$ cat config.mk
export PLATFORM = sky130hd
export DESIGN_NAME = bcq_exec
export DESIGN_NICKNAME = d
export VERILOG_FILES = /design/src/logic/bcq_pkg.sv /design/src/logic/bcq_ctl_if.sv /design/src/logic/bcq_gap_timer.sv /design/src/logic/bcq_queue_ptr.sv /design/src/logic/bcq_exec.sv
export VERILOG_INCLUDE_DIRS = /design/src /design/src/logic
export SDC_FILE = /design/constraint.sdc
export NUM_CORES = 1
export LEC_CHECK = 0
export ABC_AREA = 0
export BUFFER_PORTS_ARGS = -buffer_cell sky130_fd_sc_hd__buf_2
export CORE_MARGIN = 2
export CORE_UTILIZATION = 58
export DETAILED_ROUTE_END_ITERATION = 6
export HOLD_SLACK_MARGIN = 0.06
export PLACE_DENSITY = 0.82
export SYNTH_ARGS = -nofsm -noshare
export SYNTH_HDL_FRONTEND = slang
export SYNTH_SLANG_ARGS = --single-unit
$ cat constraint.sdc
create_clock -name CLK -period 3.3 [get_ports CLK]
set_input_delay 0.99 -clock CLK [delete_from_list [all_inputs] [get_ports CLK]]
set_output_delay 0.99 -clock CLK [all_outputs]
set_load 0.05 [all_outputs]
$ cat src/logic/bcq_params.svh
// Named constants for the queue push and flip opcode block.
// Assumes inclusion by bare name from every design file that needs them.
`ifndef BCQ_PARAMS_SVH
`define BCQ_PARAMS_SVH

// Opcode field width and opcode values
`define BCQ_OPW                 5
`define BCQ_OP_PUSH_TIME_UPPER  5'h19
`define BCQ_OP_PUSH_TIME_PAIR   5'h1A
`define BCQ_OP_PUSH_BLOCK_STAT  5'h11
`define BCQ_OP_PUSH_IMMEDIATE   5'h12
`define BCQ_OP_PUSH_INDIRECT    5'h13
`define BCQ_OP_WAIT_TRIGGER     5'h14
`define BCQ_OP_EXEC_FLIP_WAIT   5'h15
`define BCQ_OP_EXEC_FLIP_GO     5'h17

// Register offsets
`define BCQ_REG_GAP_COUNT       16'h0036
`define BCQ_REG_QUEUE_PTR       16'h0038
`define BCQ_REG_TIME_CONFIG     16'h0039
`define BCQ_REG_TIME_LOW        16'h0043
`define BCQ_REG_TIME_HIGH       16'h0044

// Fields and reset values
`define BCQ_WIDE_TIME_BIT       3
`define BCQ_FLIP_MASK           16'h0010
`define BCQ_CB_GAP_WORD         16'h0003
`define BCQ_QPTR_RESET          16'h00C0
`define BCQ_QDEPTH              64
`define BCQ_WORD_ZERO           16'h0000
`define BCQ_WORD_ONE            16'h0001
`define BCQ_WORD_ALL            16'hFFFF

// Message gap timer resolution (arbitrary plain default) and clock period
`define BCQ_GAP_LSB_NS          1000
`define BCQ_CLK_NS              50
`define BCQ_GAP_TICK_CYCLES     (`BCQ_GAP_LSB_NS / `BCQ_CLK_NS)

`endif

$ cat src/logic/bcq_pkg.sv
// Types shared by the queue push and flip opcode block.
// Assumes nothing beyond a SystemVerilog compiler.
package bcq_pkg;

  // Sequencer states, one-hot
  typedef enum logic [11:0] {
    BCQ_ST_IDLE   = 12'h001,
    BCQ_ST_PUSH_A = 12'h002,
    BCQ_ST_PUSH_B = 12'h004,
    BCQ_ST_RDIND  = 12'h008,
    BCQ_ST_RDCB   = 12'h010,
    BCQ_ST_PREGAP = 12'h020,
    BCQ_ST_MSG    = 12'h040,
    BCQ_ST_WBACK  = 12'h080,
    BCQ_ST_GAPWT  = 12'h100,
    BCQ_ST_TRIG   = 12'h200,
    BCQ_ST_HALT   = 12'h400,
    BCQ_ST_SPARE  = 12'h800
  } bcq_state_t;

endpackage : bcq_pkg

$ cat src/logic/bcq_ctl_if.sv
// Internal carrier between the opcode sequencer, gap timer and queue pointer.
// Assumes all three sit on the same clock.
`timescale 1ns/1ps
interface bcq_ctl_if;
  logic        gap_load;
  logic [15:0] gap_value;
  logic [15:0] gap_count;
  logic        gap_zero;
  logic        q_push;
  logic        q_host_wr;
  logic [15:0] q_host_data;
  logic [15:0] q_addr;
  logic [15:0] q_addr_next;
  logic        q_wrap;

  modport seq (output gap_load, gap_value, q_push, q_host_wr, q_host_data,
               input  gap_count, gap_zero, q_addr, q_addr_next, q_wrap);
  modport gap (input  gap_load, gap_value, output gap_count, gap_zero);
  modport que (input  q_push, q_host_wr, q_host_data,
               output q_addr, q_addr_next, q_wrap);
endinterface : bcq_ctl_if

$ cat src/logic/bcq_gap_timer.sv
// Time-to-next-message countdown with its own resolution prescaler.
// Assumes the sequencer only loads nonzero values.
`timescale 1ns/1ps
`include "bcq_params.svh"
module bcq_gap_timer
  import bcq_pkg::*;
#(
  parameter int TICK_CYCLES = `BCQ_GAP_TICK_CYCLES
) (
  input  wire logic clk,
  input  wire logic srst,
  bcq_ctl_if.gap    ctl
);
  logic [15:0] count_r;
  logic [15:0] presc_r;

  if (TICK_CYCLES < 1 || TICK_CYCLES > 65535) begin : g_chk
    $error("bcq_gap_timer: TICK_CYCLES out of range");
  end

  // Load restarts the prescaler so the first step is a full period
  always_ff @(posedge clk) begin
    if (srst) begin
      count_r <= `BCQ_WORD_ZERO;
      presc_r <= `BCQ_WORD_ZERO;
    end else if (ctl.gap_load) begin
      count_r <= ctl.gap_value;
      presc_r <= `BCQ_WORD_ZERO;
    end else if (count_r != `BCQ_WORD_ZERO) begin
      if (presc_r == 16'(TICK_CYCLES - 1)) begin
        presc_r <= `BCQ_WORD_ZERO;
        count_r <= count_r - `BCQ_WORD_ONE;
      end else begin
        presc_r <= presc_r + `BCQ_WORD_ONE;
      end
    end
  end

  assign ctl.gap_count = count_r;
  assign ctl.gap_zero  = (count_r == `BCQ_WORD_ZERO);
endmodule : bcq_gap_timer

$ cat src/logic/bcq_queue_ptr.sv
// General purpose queue write pointer: circular over DEPTH words.
// Assumes a push is signalled once per word actually written to RAM.
`timescale 1ns/1ps
`include "bcq_params.svh"
module bcq_queue_ptr
  import bcq_pkg::*;
#(
  parameter int DEPTH = `BCQ_QDEPTH
) (
  input  wire logic clk,
  input  wire logic srst,
  bcq_ctl_if.que    ctl
);
  localparam int IW = $clog2(DEPTH);
  logic [15:0]   base_r;
  logic [IW-1:0] idx_r;
  logic          last;

  if (DEPTH < 2 || (DEPTH & (DEPTH - 1)) != 0) begin : g_chk
    $error("bcq_queue_ptr: DEPTH must be a power of two");
  end

  assign last = (idx_r == IW'(DEPTH - 1));

  // advance and wrap
  // Host relocation wins over a push in the same cycle
  always_ff @(posedge clk) begin
    if (srst) begin
      base_r <= `BCQ_QPTR_RESET;
      idx_r  <= '0;
    end else if (ctl.q_host_wr) begin
      base_r <= ctl.q_host_data;
      idx_r  <= '0;
    end else if (ctl.q_push) begin
      idx_r  <= last ? '0 : idx_r + IW'(1);
    end
  end

  assign ctl.q_addr      = base_r + 16'(idx_r);
  assign ctl.q_addr_next = last ? base_r : base_r + 16'(idx_r) + `BCQ_WORD_ONE;
  assign ctl.q_wrap      = ctl.q_push && last && !ctl.q_host_wr;
endmodule : bcq_queue_ptr

$ cat src/logic/bcq_exec.sv
// Execution of the queue push, trigger wait and execute-and-flip opcodes.
// Assumes a sequencer that evaluates conditions, a single-port RAM with an
// acknowledge, and a message engine with start and done handshakes.
`timescale 1ns/1ps
`include "bcq_params.svh"
module bcq_exec
  import bcq_pkg::*;
#(
  parameter int QDEPTH      = `BCQ_QDEPTH,
  parameter int TICK_CYCLES = `BCQ_GAP_TICK_CYCLES
) (
  input  wire logic                CLK,
  input  wire logic                SRST,
  input  wire logic                OP_VALID,
  output logic                     OP_READY,
  input  wire logic [`BCQ_OPW-1:0] OP_CODE,
  input  wire logic [15:0]         OP_PARAM,
  input  wire logic [15:0]         OP_PARAM_ADDR,
  input  wire logic                COND_TRUE,
  output logic                     OP_DONE,
  output logic                     LIST_HALTED,
  input  wire logic                LIST_RESTART,
  input  wire logic                EXT_TRIGGER,
  output logic                     MEM_REQ,
  output logic                     MEM_WE,
  output logic [15:0]              MEM_ADDR,
  output logic [15:0]              MEM_WDATA,
  input  wire logic [15:0]         MEM_RDATA,
  input  wire logic                MEM_ACK,
  output logic                     MSG_START,
  output logic [15:0]              MSG_BLOCK_ADDR,
  input  wire logic                MSG_DONE,
  input  wire logic [15:0]         BLOCK_STATUS,
  output logic                     GAP_ZERO,
  input  wire logic                TIME_TICK,
  input  wire logic                REG_WR,
  input  wire logic                REG_RD,
  input  wire logic [15:0]         REG_ADDR,
  input  wire logic [15:0]         REG_WDATA,
  output logic [15:0]              REG_RDATA,
  input  wire logic                TRAP_IRQ_EN,
  input  wire logic                ROLLOVER_IRQ_EN,
  output logic                     TRAP_IRQ,
  output logic                     ROLLOVER_IRQ
);
  bcq_ctl_if ctl ();

  bcq_state_t          st_r;
  bcq_state_t          st_nxt;
  logic [`BCQ_OPW-1:0] op_r;
  logic [15:0]         param_r;
  logic [15:0]         list_addr_r;
  logic [15:0]         low_cap_r;
  logic [15:0]         cb_gap_r;
  logic [15:0]         time_lo_r;
  logic [15:0]         time_hi_r;
  logic [15:0]         time_cfg_r;
  logic                trig_prev_r;
  logic                done_r;
  logic                msg_start_r;
  logic                trap_nxt;
  logic                done_nxt;
  logic                msg_start_nxt;
  logic                issue_nxt;
  logic                we_nxt;
  logic [15:0]         addr_nxt;
  logic [15:0]         wdata_nxt;
  logic                take;
  logic                wide;
  logic                trig_rise;

  // Opcodes that push time and need the wide time base
  function automatic logic is_time_push(input logic [`BCQ_OPW-1:0] op);
    return (op == `BCQ_OP_PUSH_TIME_UPPER) || (op == `BCQ_OP_PUSH_TIME_PAIR);
  endfunction : is_time_push

  // Both flip opcodes share the message path
  function automatic logic is_flip(input logic [`BCQ_OPW-1:0] op);
    return (op == `BCQ_OP_EXEC_FLIP_WAIT) || (op == `BCQ_OP_EXEC_FLIP_GO);
  endfunction : is_flip

  bcq_gap_timer #(.TICK_CYCLES(TICK_CYCLES)) u_gap (
    .clk  (CLK),
    .srst (SRST),
    .ctl  (ctl.gap)
  );

  bcq_queue_ptr #(.DEPTH(QDEPTH)) u_que (
    .clk  (CLK),
    .srst (SRST),
    .ctl  (ctl.que)
  );

  assign OP_READY  = (st_r == BCQ_ST_IDLE);
  assign take      = OP_VALID && OP_READY;
  assign wide      = time_cfg_r[`BCQ_WIDE_TIME_BIT];
  // Edge seen against the previous sample, so a level already high waits
  assign trig_rise = EXT_TRIGGER && !trig_prev_r;
  assign GAP_ZERO  = ctl.gap_zero;
  assign OP_DONE   = done_r;
  assign MSG_START = msg_start_r;
  assign LIST_HALTED = (st_r == BCQ_ST_HALT);

  // Next state and the memory access to launch with it
  always_comb begin
    st_nxt           = st_r;
    issue_nxt        = 1'b0;
    we_nxt           = 1'b0;
    addr_nxt         = `BCQ_WORD_ZERO;
    wdata_nxt        = `BCQ_WORD_ZERO;
    done_nxt         = 1'b0;
    trap_nxt         = 1'b0;
    msg_start_nxt    = 1'b0;
    ctl.gap_load     = 1'b0;
    ctl.gap_value    = cb_gap_r;
    ctl.q_push       = 1'b0;
    case (st_r)
      BCQ_ST_IDLE: begin
        if (take) begin
          if (is_time_push(OP_CODE) && !wide) begin
            st_nxt   = BCQ_ST_HALT;
            trap_nxt = 1'b1;
          end else if (!is_flip(OP_CODE) && !COND_TRUE) begin
            done_nxt = 1'b1;
          end else begin
            case (OP_CODE)
              `BCQ_OP_PUSH_TIME_UPPER: begin
                issue_nxt = 1'b1;
                we_nxt    = 1'b1;
                addr_nxt  = ctl.q_addr;
                wdata_nxt = time_hi_r;
                st_nxt    = BCQ_ST_PUSH_B;
              end
              `BCQ_OP_PUSH_TIME_PAIR: begin
                issue_nxt = 1'b1;
                we_nxt    = 1'b1;
                addr_nxt  = ctl.q_addr;
                wdata_nxt = time_hi_r;
                st_nxt    = BCQ_ST_PUSH_A;
              end
              `BCQ_OP_PUSH_BLOCK_STAT: begin
                issue_nxt = 1'b1;
                we_nxt    = 1'b1;
                addr_nxt  = ctl.q_addr;
                wdata_nxt = BLOCK_STATUS;
                st_nxt    = BCQ_ST_PUSH_B;
              end
              `BCQ_OP_PUSH_IMMEDIATE: begin
                issue_nxt = 1'b1;
                we_nxt    = 1'b1;
                addr_nxt  = ctl.q_addr;
                wdata_nxt = OP_PARAM;
                st_nxt    = BCQ_ST_PUSH_B;
              end
              `BCQ_OP_PUSH_INDIRECT: begin
                issue_nxt = 1'b1;
                addr_nxt  = OP_PARAM;
                st_nxt    = BCQ_ST_RDIND;
              end
              `BCQ_OP_WAIT_TRIGGER: begin
                st_nxt = BCQ_ST_TRIG;
              end
              `BCQ_OP_EXEC_FLIP_WAIT, `BCQ_OP_EXEC_FLIP_GO: begin
                issue_nxt = 1'b1;
                addr_nxt  = OP_PARAM + `BCQ_CB_GAP_WORD;
                st_nxt    = BCQ_ST_RDCB;
              end
              default: begin
                done_nxt = 1'b1;
              end
            endcase
          end
        end
      end
      BCQ_ST_PUSH_A: begin
        if (MEM_ACK) begin
          ctl.q_push = 1'b1;
          issue_nxt  = 1'b1;
          we_nxt     = 1'b1;
          addr_nxt   = ctl.q_addr_next;
          wdata_nxt  = low_cap_r;
          st_nxt     = BCQ_ST_PUSH_B;
        end
      end
      BCQ_ST_PUSH_B: begin
        if (MEM_ACK) begin
          ctl.q_push = 1'b1;
          done_nxt   = 1'b1;
          st_nxt     = BCQ_ST_IDLE;
        end
      end
      BCQ_ST_RDIND: begin
        if (MEM_ACK) begin
          issue_nxt = 1'b1;
          we_nxt    = 1'b1;
          addr_nxt  = ctl.q_addr;
          wdata_nxt = MEM_RDATA;
          st_nxt    = BCQ_ST_PUSH_B;
        end
      end
      BCQ_ST_RDCB: begin
        if (MEM_ACK) begin
          st_nxt = BCQ_ST_PREGAP;
        end
      end
      BCQ_ST_PREGAP: begin
        if (ctl.gap_zero) begin
          msg_start_nxt = 1'b1;
          ctl.gap_load  = (cb_gap_r != `BCQ_WORD_ZERO);
          st_nxt        = BCQ_ST_MSG;
        end
      end
      BCQ_ST_MSG: begin
        if (MSG_DONE) begin
          if (COND_TRUE) begin
            issue_nxt = 1'b1;
            we_nxt    = 1'b1;
            addr_nxt  = list_addr_r;
            wdata_nxt = param_r ^ `BCQ_FLIP_MASK;
            st_nxt    = BCQ_ST_WBACK;
          end else if (op_r == `BCQ_OP_EXEC_FLIP_WAIT) begin
            st_nxt = BCQ_ST_GAPWT;
          end else begin
            done_nxt = 1'b1;
            st_nxt   = BCQ_ST_IDLE;
          end
        end
      end
      BCQ_ST_WBACK: begin
        if (MEM_ACK) begin
          if (op_r == `BCQ_OP_EXEC_FLIP_WAIT) begin
            st_nxt = BCQ_ST_GAPWT;
          end else begin
            done_nxt = 1'b1;
            st_nxt   = BCQ_ST_IDLE;
          end
        end
      end
      BCQ_ST_GAPWT: begin
        if (ctl.gap_zero) begin
          done_nxt = 1'b1;
          st_nxt   = BCQ_ST_IDLE;
        end
      end
      BCQ_ST_TRIG: begin
        if (trig_rise) begin
          done_nxt = 1'b1;
          st_nxt   = BCQ_ST_IDLE;
        end
      end
      BCQ_ST_HALT: begin
        if (LIST_RESTART) begin
          st_nxt = BCQ_ST_IDLE;
        end
      end
      default: begin
        st_nxt = BCQ_ST_IDLE;
      end
    endcase
  end

  // Sequencer state and its one-cycle strobes
  always_ff @(posedge CLK) begin
    if (SRST) begin
      st_r        <= BCQ_ST_IDLE;
      done_r      <= 1'b0;
      msg_start_r <= 1'b0;
      TRAP_IRQ    <= 1'b0;
    end else begin
      st_r        <= st_nxt;
      done_r      <= done_nxt;
      msg_start_r <= msg_start_nxt;
      TRAP_IRQ    <= trap_nxt && TRAP_IRQ_EN;
    end
  end

  // RAM request holds until acknowledged; a new issue replaces it
  always_ff @(posedge CLK) begin
    if (SRST) begin
      MEM_REQ   <= 1'b0;
      MEM_WE    <= 1'b0;
      MEM_ADDR  <= `BCQ_WORD_ZERO;
      MEM_WDATA <= `BCQ_WORD_ZERO;
    end else if (issue_nxt) begin
      MEM_REQ   <= 1'b1;
      MEM_WE    <= we_nxt;
      MEM_ADDR  <= addr_nxt;
      MEM_WDATA <= wdata_nxt;
    end else if (MEM_ACK) begin
      MEM_REQ   <= 1'b0;
      MEM_WE    <= 1'b0;
    end
  end

  // Opcode capture; both time words taken in the same edge
  always_ff @(posedge CLK) begin
    if (SRST) begin
      op_r           <= '0;
      param_r        <= `BCQ_WORD_ZERO;
      list_addr_r    <= `BCQ_WORD_ZERO;
      low_cap_r      <= `BCQ_WORD_ZERO;
      cb_gap_r       <= `BCQ_WORD_ZERO;
      MSG_BLOCK_ADDR <= `BCQ_WORD_ZERO;
    end else begin
      if (take) begin
        op_r           <= OP_CODE;
        param_r        <= OP_PARAM;
        list_addr_r    <= OP_PARAM_ADDR;
        low_cap_r      <= time_lo_r;
        MSG_BLOCK_ADDR <= OP_PARAM;
      end
      if (st_r == BCQ_ST_RDCB && MEM_ACK) begin
        cb_gap_r <= MEM_RDATA;
      end
    end
  end

  // Trigger history follows the pin through reset as well, so a pin that
  // idles high is not mistaken for a rising edge once reset lifts
  always_ff @(posedge CLK) begin
    trig_prev_r <= EXT_TRIGGER;
  end

  // Time count: host write wins over a tick; upper counts only in wide mode
  always_ff @(posedge CLK) begin
    if (SRST) begin
      time_lo_r  <= `BCQ_WORD_ZERO;
      time_hi_r  <= `BCQ_WORD_ZERO;
      time_cfg_r <= `BCQ_WORD_ZERO;
    end else begin
      if (REG_WR && REG_ADDR == `BCQ_REG_TIME_CONFIG) begin
        time_cfg_r <= REG_WDATA;
      end
      if (REG_WR && REG_ADDR == `BCQ_REG_TIME_LOW) begin
        time_lo_r <= REG_WDATA;
      end else if (TIME_TICK) begin
        time_lo_r <= time_lo_r + `BCQ_WORD_ONE;
      end
      if (REG_WR && REG_ADDR == `BCQ_REG_TIME_HIGH) begin
        time_hi_r <= REG_WDATA;
      end else if (TIME_TICK && wide && time_lo_r == `BCQ_WORD_ALL) begin
        time_hi_r <= time_hi_r + `BCQ_WORD_ONE;
      end
    end
  end

  assign ctl.q_host_wr   = REG_WR && (REG_ADDR == `BCQ_REG_QUEUE_PTR);
  assign ctl.q_host_data = REG_WDATA;

  // Registered read port; unmapped offsets read zero
  always_ff @(posedge CLK) begin
    if (SRST) begin
      REG_RDATA <= `BCQ_WORD_ZERO;
    end else if (REG_RD) begin
      case (REG_ADDR)
        `BCQ_REG_GAP_COUNT:   REG_RDATA <= ctl.gap_count;
        `BCQ_REG_QUEUE_PTR:   REG_RDATA <= ctl.q_addr;
        `BCQ_REG_TIME_CONFIG: REG_RDATA <= time_cfg_r;
        `BCQ_REG_TIME_LOW:    REG_RDATA <= time_lo_r;
        `BCQ_REG_TIME_HIGH:   REG_RDATA <= time_hi_r;
        default:              REG_RDATA <= `BCQ_WORD_ZERO;
      endcase
    end
  end

  always_ff @(posedge CLK) begin
    if (SRST) begin
      ROLLOVER_IRQ <= 1'b0;
    end else begin
      ROLLOVER_IRQ <= ctl.q_wrap && ROLLOVER_IRQ_EN;
    end
  end
endmodule : bcq_exec

# After elaboration in Yosys (flattened, before gate mapping)
# Index checks and enable logic that the tools add are counted.
# totals
ramBits	0
n_memories	0
latchBits	0
ff_bits	238
word_cells	194
out_inout_bits	73
rom_bits	0
inputBits	114
# op_classes
n_addsub	8
n_eq_ne	40
n_bitwise	2
reduce_logical	43
n_mux	78
order_cmp	0
multipliers	0
div_mod_pow	0
shifts	0
# op_table
operator	n
two-way mux 16 bit	23
two-way mux 12 bit	12
one-hot mux 16 bit (4 select lines)	2
one-hot mux 12 bit (10 select lines)	1
one-hot mux 16 bit (3 select lines)	2
one-hot mux 16 bit (5 select lines)	1
adder 16 x 1 -> 16 bit, second input constant	4
one-hot mux 12 bit (5 select lines)	1
== test 16 x 6 -> 1 bit, second input constant	3
== test 5 bit, second input constant	9
== test 16 x 7 -> 1 bit, second input constant	2
nonzero test 16 bit	2
two-way mux 1 bit	30
two-way mux 9 bit	2
adder 16 x 2 -> 16 bit, second input constant	1
adder 16 x 6 -> 16 bit	1
== test 16 bit, second input constant	1
== test 16 x 5 -> 1 bit, second input constant	1
logical NOT 16 bit	1
subtractor 16 x 1 -> 16 bit, second input constant	1
logical AND 1 bit	15
!= test 2 bit, second input constant	7
OR reduction 2 bit	7
== test 12 x 1 -> 1 bit, second input constant	1
28 further kinds	41

# Logic depth before layout (Yosys ltp)
# Gate-level depths: netlist (run 1).
# depth
word_depth	9
depth_mapped	12
depth_no_buf	12

# Hierarchy
# Synthesis (run 1) repeated with hierarchy kept, for this count alone.
# hier_totals
hier_cells	1708
hier_area_um2	13595.5
# by_module_without_submodules
mod	area_per_inst_um2	cells_per_inst	instances	seq_area_each_um2
bcq_exec	9813.2	1252	1	3663.5
bcq_queue_ptr	1918.1	238	1	440.4
bcq_gap_timer	1864.3	218	1	640.6

# Worst setup path after synthesis (run 1)
# Ideal clock, no wire load.
# synth_timing
kind	register to output
start	register u_gap.count_r[0] (netlist: u_gap.ctl.gap_count[0])
end	output GAP_ZERO
n_path_buf	0
path_slack_ns	-0.307
arrival_ns	2.617
path_stages_with_launch	6
path_cell_list	dfxtp_1 > inv_1 > ha_1 > nor2b_1 > nand3_2 > nor4_1
# synth_via
elab_chain_len	1
# synth_lines
item	line_no	text
from (decl)	bcq_gap_timer.sv:14	logic [15:0] count_r;
from (signal assigned)	bcq_gap_timer.sv:24	count_r <= `BCQ_WORD_ZERO;
from (signal assigned)	bcq_gap_timer.sv:27	count_r <= ctl.gap_value;
from (signal assigned)	bcq_gap_timer.sv:32	count_r <= count_r - `BCQ_WORD_ONE;
logical NOT 16 bit (no line)	-	
to (decl)	bcq_exec.sv:34	output logic GAP_ZERO,
# Every way passes these cells.

# Worst setup path in the final report (run 1)
# layout_timing
start	register u_gap.count_r[5] (netlist: u_gap.ctl.gap_count[5])
end	output GAP_ZERO
# The elaborated chain is that of the path after synthesis.

==> impl_metrics.env, run 1 <==
export IMPL_status="finished, violations left"
export IMPL_violations="DRC"
export IMPL_worstPathArrival_ns=2.25
export IMPL_holdPathStages=2
export IMPL_antenna_found_initial=2
export IMPL_synthAdderAreaFrac_pct=1.39
export IMPL_cts_max_path_buffers=3
export IMPL_postCtsSetupBuffers=0
export IMPL_min_period_over_period_pct=98.3
export IMPL_hold_class="reg2reg"
export IMPL_r2r_start="u_que.idx_r[1]$_SDFFE_PP0P_"
export IMPL_post_drt_wl_per_cell_um=22.3
export IMPL_regToRegSetupSlack_ns=0.16
export IMPL_worstMarginPinSlew_ns=1.24
export IMPL_synthTopCellsByArea="dfxtp_1, nand2_1, a21oi_1"
export IMPL_synth_main_ff_cell="dfxtp_1"
export IMPL_dp_hpwl_um=35700
export IMPL_fin_ws_ns=0.0577
export IMPL_initial_utilization_pct=59.5
export IMPL_drive_gt1_share_pct=19.6
export IMPL_die_width_um=154
export IMPL_synth_cell_types=93
export IMPL_syn_inst=1681
export IMPL_syn_area_mm2=0.0131
export IMPL_htreeDepth=1
export IMPL_synth_compound_area_share_pct=23.3
export IMPL_die_area_mm2=0.0238
export IMPL_syn_nets=1809
export IMPL_rows=54
export IMPL_place_gp_congestion=1.00
export IMPL_grt_max_degree=64
export IMPL_path_delay_family="simple AND/OR/NAND/NOR gates"
export IMPL_utilization_pct=70.4
export IMPL_clk_latency_ns=0.55
export IMPL_worstSetupPathType="reg2out"
export IMPL_period_needed_ns=3.24
export IMPL_path_buf_inv=1
export IMPL_drcViolationCount=27
export IMPL_mostFrequentLayoutCell="nand2_1"
export IMPL_syn_mean_instance_area_um2=7.79
export IMPL_crit_slowest_cell="nor3_1"
export IMPL_cts_root_buf="clkbuf_16"
export IMPL_crit_fanout=8
export IMPL_hold_start="op_r[0]$_SDFFE_PP0P_"
export IMPL_vias=14200
export IMPL_powerDensity_mw_per_mm2=476
export IMPL_cp_data_required_time_ns=2.31
export IMPL_max_stage_delay_ns=0.46
export IMPL_hold_viol=0
export IMPL_synth_top_area_share_pct=36.2
export IMPL_syn_to_final_growth_pct=18.3
export IMPL_wirelength_um=48400
export IMPL_hold_buffers=0
export IMPL_overflow=0
export IMPL_cts_tree="built"
export IMPL_synth_edf_count=0
export IMPL_drtAntennaViolNets=0
export IMPL_synth_top_family_by_area="simple AND/OR/NAND/NOR gates"
export IMPL_port_buffers=186
export IMPL_min_to="op_r[0]$_SDFFE_PP0P_"
export IMPL_drtPass1Iterations=7
export IMPL_relSlewSlack_pct=16.1
export IMPL_final_setup_tns_ns=0
export IMPL_yosysTopAreaCell="dfxtp_1"
export IMPL_muxShareOfSynthArea_pct=2.92
export IMPL_end_kind="output pin"
export IMPL_ir_drop_mv=0.391
export IMPL_worstPathCellList="nor3_1, nand3_4, nor4_4, buf_4"
export IMPL_yosysWarnings=0
export IMPL_total_leakage_power_nw=5.78
export IMPL_fp_coreArea_mm2=0.0220
export IMPL_async_flop_share_pct=0
export IMPL_ios=187
export IMPL_setup_viol=0
export IMPL_grt_pass1_wl_um=73000
export IMPL_ys_seq_area_share_pct=36.2
export IMPL_drt_iter0_drc=2133
export IMPL_grt_pass1_vias=12900
export IMPL_r2r_cells=11
export IMPL_die_y_um=154
export IMPL_clock_sinks=237
export IMPL_final_cell_mix="nand2_1, dfxtp_1, buf_2, nor2_1, a21oi_1"
export IMPL_rsz0062_at_grt="no"
export IMPL_nNetsFinal=1994
export IMPL_grt_usage_pct=39.1
export IMPL_place_ws_ns=0.0309
export IMPL_clock_fmax_mhz=308
export IMPL_fin_worst_skew_ns=0.0147
export IMPL_cts_clk_slew_worst_paths_ns=0.06
export IMPL_yosys_area_share_simple_pct=26.4
export IMPL_synth_xor_area_share_pct=4.81
export IMPL_rr_endpoint="MEM_ADDR[13]$_SDFFE_PP0P_"
export IMPL_drv_slew=0
export IMPL_maxCapViolCount=0
export IMPL_cp_start_kind="flop"
export IMPL_cts_buffers=26
export IMPL_ys_ff_latch=237
export IMPL_via_per_inst=6.55
## through the flow
stage / hold WS (ns) / cell area, um2 / std cells / power [mW]
2_1_floorplan: 0.427 / 13100 / 1681 / 4.10
3_3_place_gp: 0.435 / 14600 / 2118 / 4.58
3_5_place_dp: 0.442 / 14600 / 2118 / 4.60
4_1_cts: 0.451 / 15500 / 2166 / 7.36
5_1_grt: 0.463 / 15500 / 2166 / 7.60
6_report: 0.452 / 15500 / 2169 / 7.38
## tightest hold or removal path, cell delays in order, from the launching register on
cell and delay, ns:
dfxtp_1 0.31, nand2_1 0.05, a21oi_1 0.05
## state kept, by name (all words and copies together), names as in the netlist, 5 cells and up
name / cells
low_cap_r: 16
u_gap.presc_r: 16
param_r: 16
time_hi_r: 16
time_lo_r: 16
list_addr_r: 16
MEM_WDATA: 16
MEM_ADDR: 16
u_que.idx_r: 6
u_gap.ctl.gap_count: 16
REG_RDATA: 16
time_cfg_r: 16
u_que.base_r: 16
st_r: 11
cb_gap_r: 16
op_r: 5
## cell type report
type / count / area [um2]
clock buffer: 34 / 711
sequential: 237 / 4740
timing repair buffer: 278 / 1720
multi-input combinational: 1298 / 7770
inverter: 25 / 93.8
antenna: 3 / 7.51
clock inverter: 14 / 106
fill: 1821 / 6520
tap: 280 / 350
## power by group
| part | switching (mW) | total [mW] | internal (mW) |
|---|---|---|---|
| clock network | 1.27 | 2.81 | 1.54 |
| logic | 1.04 | 1.46 | 0.412 |
| registers | 0.127 | 3.12 | 2.99 |
## cell families after synthesis
| family | Yosys count |
|---|---|
| simple gates | 720 |
| compound gates | 454 |
| flops | 237 |
| buf+inv | 146 |
| xor+xnor | 72 |
| mux | 38 |
| fa+ha+maj | 14 |
## how the worst max path moves through the flow
stage | slack, ns | endpoint | depth (start not counted) | from
2_1_floorplan | 0.18 | MEM_ADDR[12]$_SDFFE_PP0P_ | 10 | OP_CODE[1]
3_3_place_gp | 0.04 | MEM_ADDR[12]$_SDFFE_PP0P_ | 9 | OP_CODE[1]
3_5_place_dp | 0.03 | MEM_ADDR[12]$_SDFFE_PP0P_ | 9 | OP_CODE[1]
4_1_cts | 0.04 | GAP_ZERO | 6 | u_gap.ctl.gap_count[0]$_SDFFE_PP0P_
5_1_grt | 0.009 | LIST_HALTED | 5 | st_r[4]$_SDFFE_PP0P_
6_report | 0.06 | GAP_ZERO | 4 | u_gap.ctl.gap_count[5]$_SDFFE_PP0P_
## layer usage
metal	up-vias	GRT usage [%]	share of wire [%]
li1	6453	-	-
met1	6628	53.1	39
met2	961	59.3	42
met3	160	9.19	13
met4	4	17.6	5.5
met5	-	0	0.056
## synth_stat cells (all sizes together) (10+ instances only)
cell	count
mux2i	36
dfxtp	237
ha	13
xor2	47
nor4b	10
inv	25
nor3	34
buf	34
nor2	182
a222oi	36
a211oi	42
o21ai	60
or2	11
a22oi	19
or3	12
a21oi	163
a31oi	26
xnor2	25
nand4	26
and3	25
o211ai	14
nor4	19
a22o	11
clkbuf	87
nor2b	13
nand3	38
nand2	280
nand2b	33
## timing repair
action,4_1_cts,5_1_grt
resized for setup,5,1
setup endpoints to repair,2,1
pin swaps,0,0
Power figures use the tool's default switching activity.
==> inputs of run 2 (changes only) <==
Settings changed: ABC_AREA 0 to 1, CORE_UTILIZATION 58 to 59, PLACE_DENSITY 0.82 to 0.83.
==> impl_metrics.env, run 2 <==
export IMPL_status="finished, violations left"
export IMPL_violations="DRC"
export IMPL_drtPass1Iterations=7
export IMPL_synth_edf_count=0
export IMPL_initial_utilization_pct=60.5
export IMPL_min_to="op_r[3]$_SDFFE_PP0P_"
export IMPL_drt_iter0_drc=2449
export IMPL_synth_common_cells="nand2_1, inv_1, dfxtp_1, a21oi_1, nor2_1"
export IMPL_yosysMostFrequentCell="nand2_1"
export IMPL_cts_tree="built"
export IMPL_place_gp_congestion=1.04
export IMPL_power_mw=8.50
export IMPL_r2r_start="u_que.base_r[0]$_SDFFE_PP0P_"
export IMPL_mostFrequentLayoutCell="nand2_1"
export IMPL_wl_met1_um=20900
export IMPL_met3WireLength_um=7590
export IMPL_min_period_over_period_pct=98.0
export IMPL_fin_ws_ns=0.0664
export IMPL_cts_clk_slew_worst_paths_ns=0.06
export IMPL_crit_fanout=4
export IMPL_syn_area_mm2=0.0137
export IMPL_die_area_mm2=0.0245
export IMPL_drv_slew=0
export IMPL_cts_buffers=27
export IMPL_port_buffers=186
export IMPL_dpl_cell_area_mm2=0.0150
export IMPL_synth_main_ff_cell="dfxtp_1"
export IMPL_grt_usage_pct=43.3
export IMPL_cp_data_required_time_ns=2.31
export IMPL_highest_layer="met5"
export IMPL_fin_worst_skew_ns=0.0351
export IMPL_htreeDepth=1
export IMPL_cts_max_path_buffers=3
export IMPL_via_per_inst=6.18
export IMPL_fp_coreArea_mm2=0.0227
export IMPL_syn_nets=2215
export IMPL_wl_met2_um=22700
export IMPL_synth_cell_types=54
export IMPL_worstMarginPinSlew_ns=0.953
export IMPL_die_y_um=157
export IMPL_clock_sinks=237
export IMPL_synthTopCellsByArea="dfxtp_1, nand2_1, inv_1"
export IMPL_final_cell_mix="nand2_1, inv_1, dfxtp_1, a21oi_1, nor2_1"
export IMPL_hold_start="op_r[3]$_SDFFE_PP0P_"
export IMPL_ys_seq_area_share_pct=34.6
export IMPL_place_ws_ns=0.184
export IMPL_r2r_cells=17
export IMPL_synth_top_area_share_pct=34.6
export IMPL_overflow=0
export IMPL_hold_class="reg2reg"
export IMPL_clk_latency_ns=0.57
export IMPL_grt_pass1_vias=14300
export IMPL_dp_hpwl_um=41700
export IMPL_nNetsFinal=2383
export IMPL_worstSetupPathType="reg2out"
export IMPL_ys_ff_latch=237
export IMPL_syn_to_final_growth_pct=16.3
export IMPL_cp_start_kind="flop"
export IMPL_drcViolationCount=9
export IMPL_rows=55
export IMPL_hold_viol=0
export IMPL_post_drt_wl_per_cell_um=21.2
export IMPL_grt_pass1_wl_um=81300
export IMPL_total_leakage_power_nw=6.94
export IMPL_syn_inst=2087
export IMPL_maxCapViolCount=0
export IMPL_grt_max_degree=75
export IMPL_setup_viol=0
export IMPL_cts_root_buf="clkbuf_16"
export IMPL_wirelength_um=54200
export IMPL_rr_endpoint="MEM_ADDR[12]$_SDFFE_PP0P_"
export IMPL_regToRegSetupSlack_ns=0.25
export IMPL_yosysWarnings=0
export IMPL_syn_mean_instance_area_um2=6.58
export IMPL_relSlewSlack_pct=36.3
export IMPL_holdPathStages=2
export IMPL_die_width_um=157
export IMPL_drtAntennaViolNets=0
export IMPL_worstPathArrival_ns=2.24
export IMPL_drive_gt1_share_pct=15.0
export IMPL_vias=15800
export IMPL_antenna_found_initial=3
export IMPL_ir_drop_mv=0.606
export IMPL_yosysTopAreaCell="dfxtp_1"
export IMPL_final_cell_area_mm2=0.0160
export IMPL_end_kind="output pin"
export IMPL_ios=187
export IMPL_clock_fmax_mhz=309
export IMPL_hold_buffers=0
export IMPL_async_flop_share_pct=0
export IMPL_period_needed_ns=3.23
export IMPL_powerDensity_mw_per_mm2=532
[run 2: repair_timing]
| action | in CTS | in global routing |
|---|---|---|
| pin swaps | 0 | 2 |
| buffers inserted | 0 | 2 |
| endpoints found under the setup margin | 1 | 1 |
| gates resized for setup | 6 | 4 |
| hold endpoints to repair | 0 | 0 |
[run 2: worst max-delay path: stages (launching register included)]
cell and delay, ns:
dfxtp_1 0.33, inv_1 0.12, ha_2 0.21, nand2_2 0.11, nor3_4 0.25, nand2_2 0.09, nor2_2 0.11, nand3_1 0.13
nor2_4 0.16, buf_6 0.17
[run 2: area by class of cell]
type                            instances  area [um2]
Inverter                              327        1230
Timing Repair Buffer                  221        1240
Fill cell                            1943        6740
Clock inverter                         15         213
Clock buffer                           32         734
Antenna cell                            2        5.00
Sequential cell                       237        4740
Tap cell                              285         357
Multi-Input combinational cell       1441        7440
[run 2: per-stage QoR]
step | std cells | utilization [%] | hold WS, ns | setup TNS [ns]
6_report | 2560 | 70.3 | 0.451 | 0
5_1_grt | 2558 | 70.3 | 0.472 | -0.00723
4_1_cts | 2556 | 70.2 | 0.451 | 0
3_5_place_dp | 2509 | 65.9 | 0.441 | 0
3_3_place_gp | 2509 | 65.9 | 0.433 | 0
2_1_floorplan | 2087 | - | 0.423 | 0
[run 2: where the power goes]
group / internal [mW] / switching [mW]
registers: 3.14 / 0.175
clock network: 1.97 / 1.28
logic: 0.475 / 1.45
total: 5.59 / 2.91
[run 2: how the worst max path moves through the flow]
stage                                         from                         to  slack (ns)
2_1_floorplan                 st_r[3]$_SDFFE_PP0P_                LIST_HALTED        0.09
3_3_place_gp                          REG_ADDR[15]  time_lo_r[1]$_SDFFE_PP0P_        0.30
3_5_place_dp                          REG_ADDR[15]  time_lo_r[1]$_SDFFE_PP0P_        0.18
4_1_cts        u_gap.ctl.gap_count[0]$_SDFFE_PP0P_                   GAP_ZERO        0.02
5_1_grt        u_gap.ctl.gap_count[0]$_SDFFE_PP0P_                   GAP_ZERO      -0.007
6_report       u_gap.ctl.gap_count[0]$_SDFFE_PP0P_                   GAP_ZERO        0.07
[run 2: logic make-up after synthesis]
family          synth area share, %
xor+xnor                       2.93
compound gates                 23.5
fa+ha+maj                      1.33
simple gates                   26.2
flops                          34.6
buf+inv                        11.5
[run 2: routing by layer]
layer	vias to the layer above	global-route usage, %
met1	7162	57.5
met4	6	20.9
met2	1128	64.4
met5	-	0
met3	203	12.7
li1	7330	-
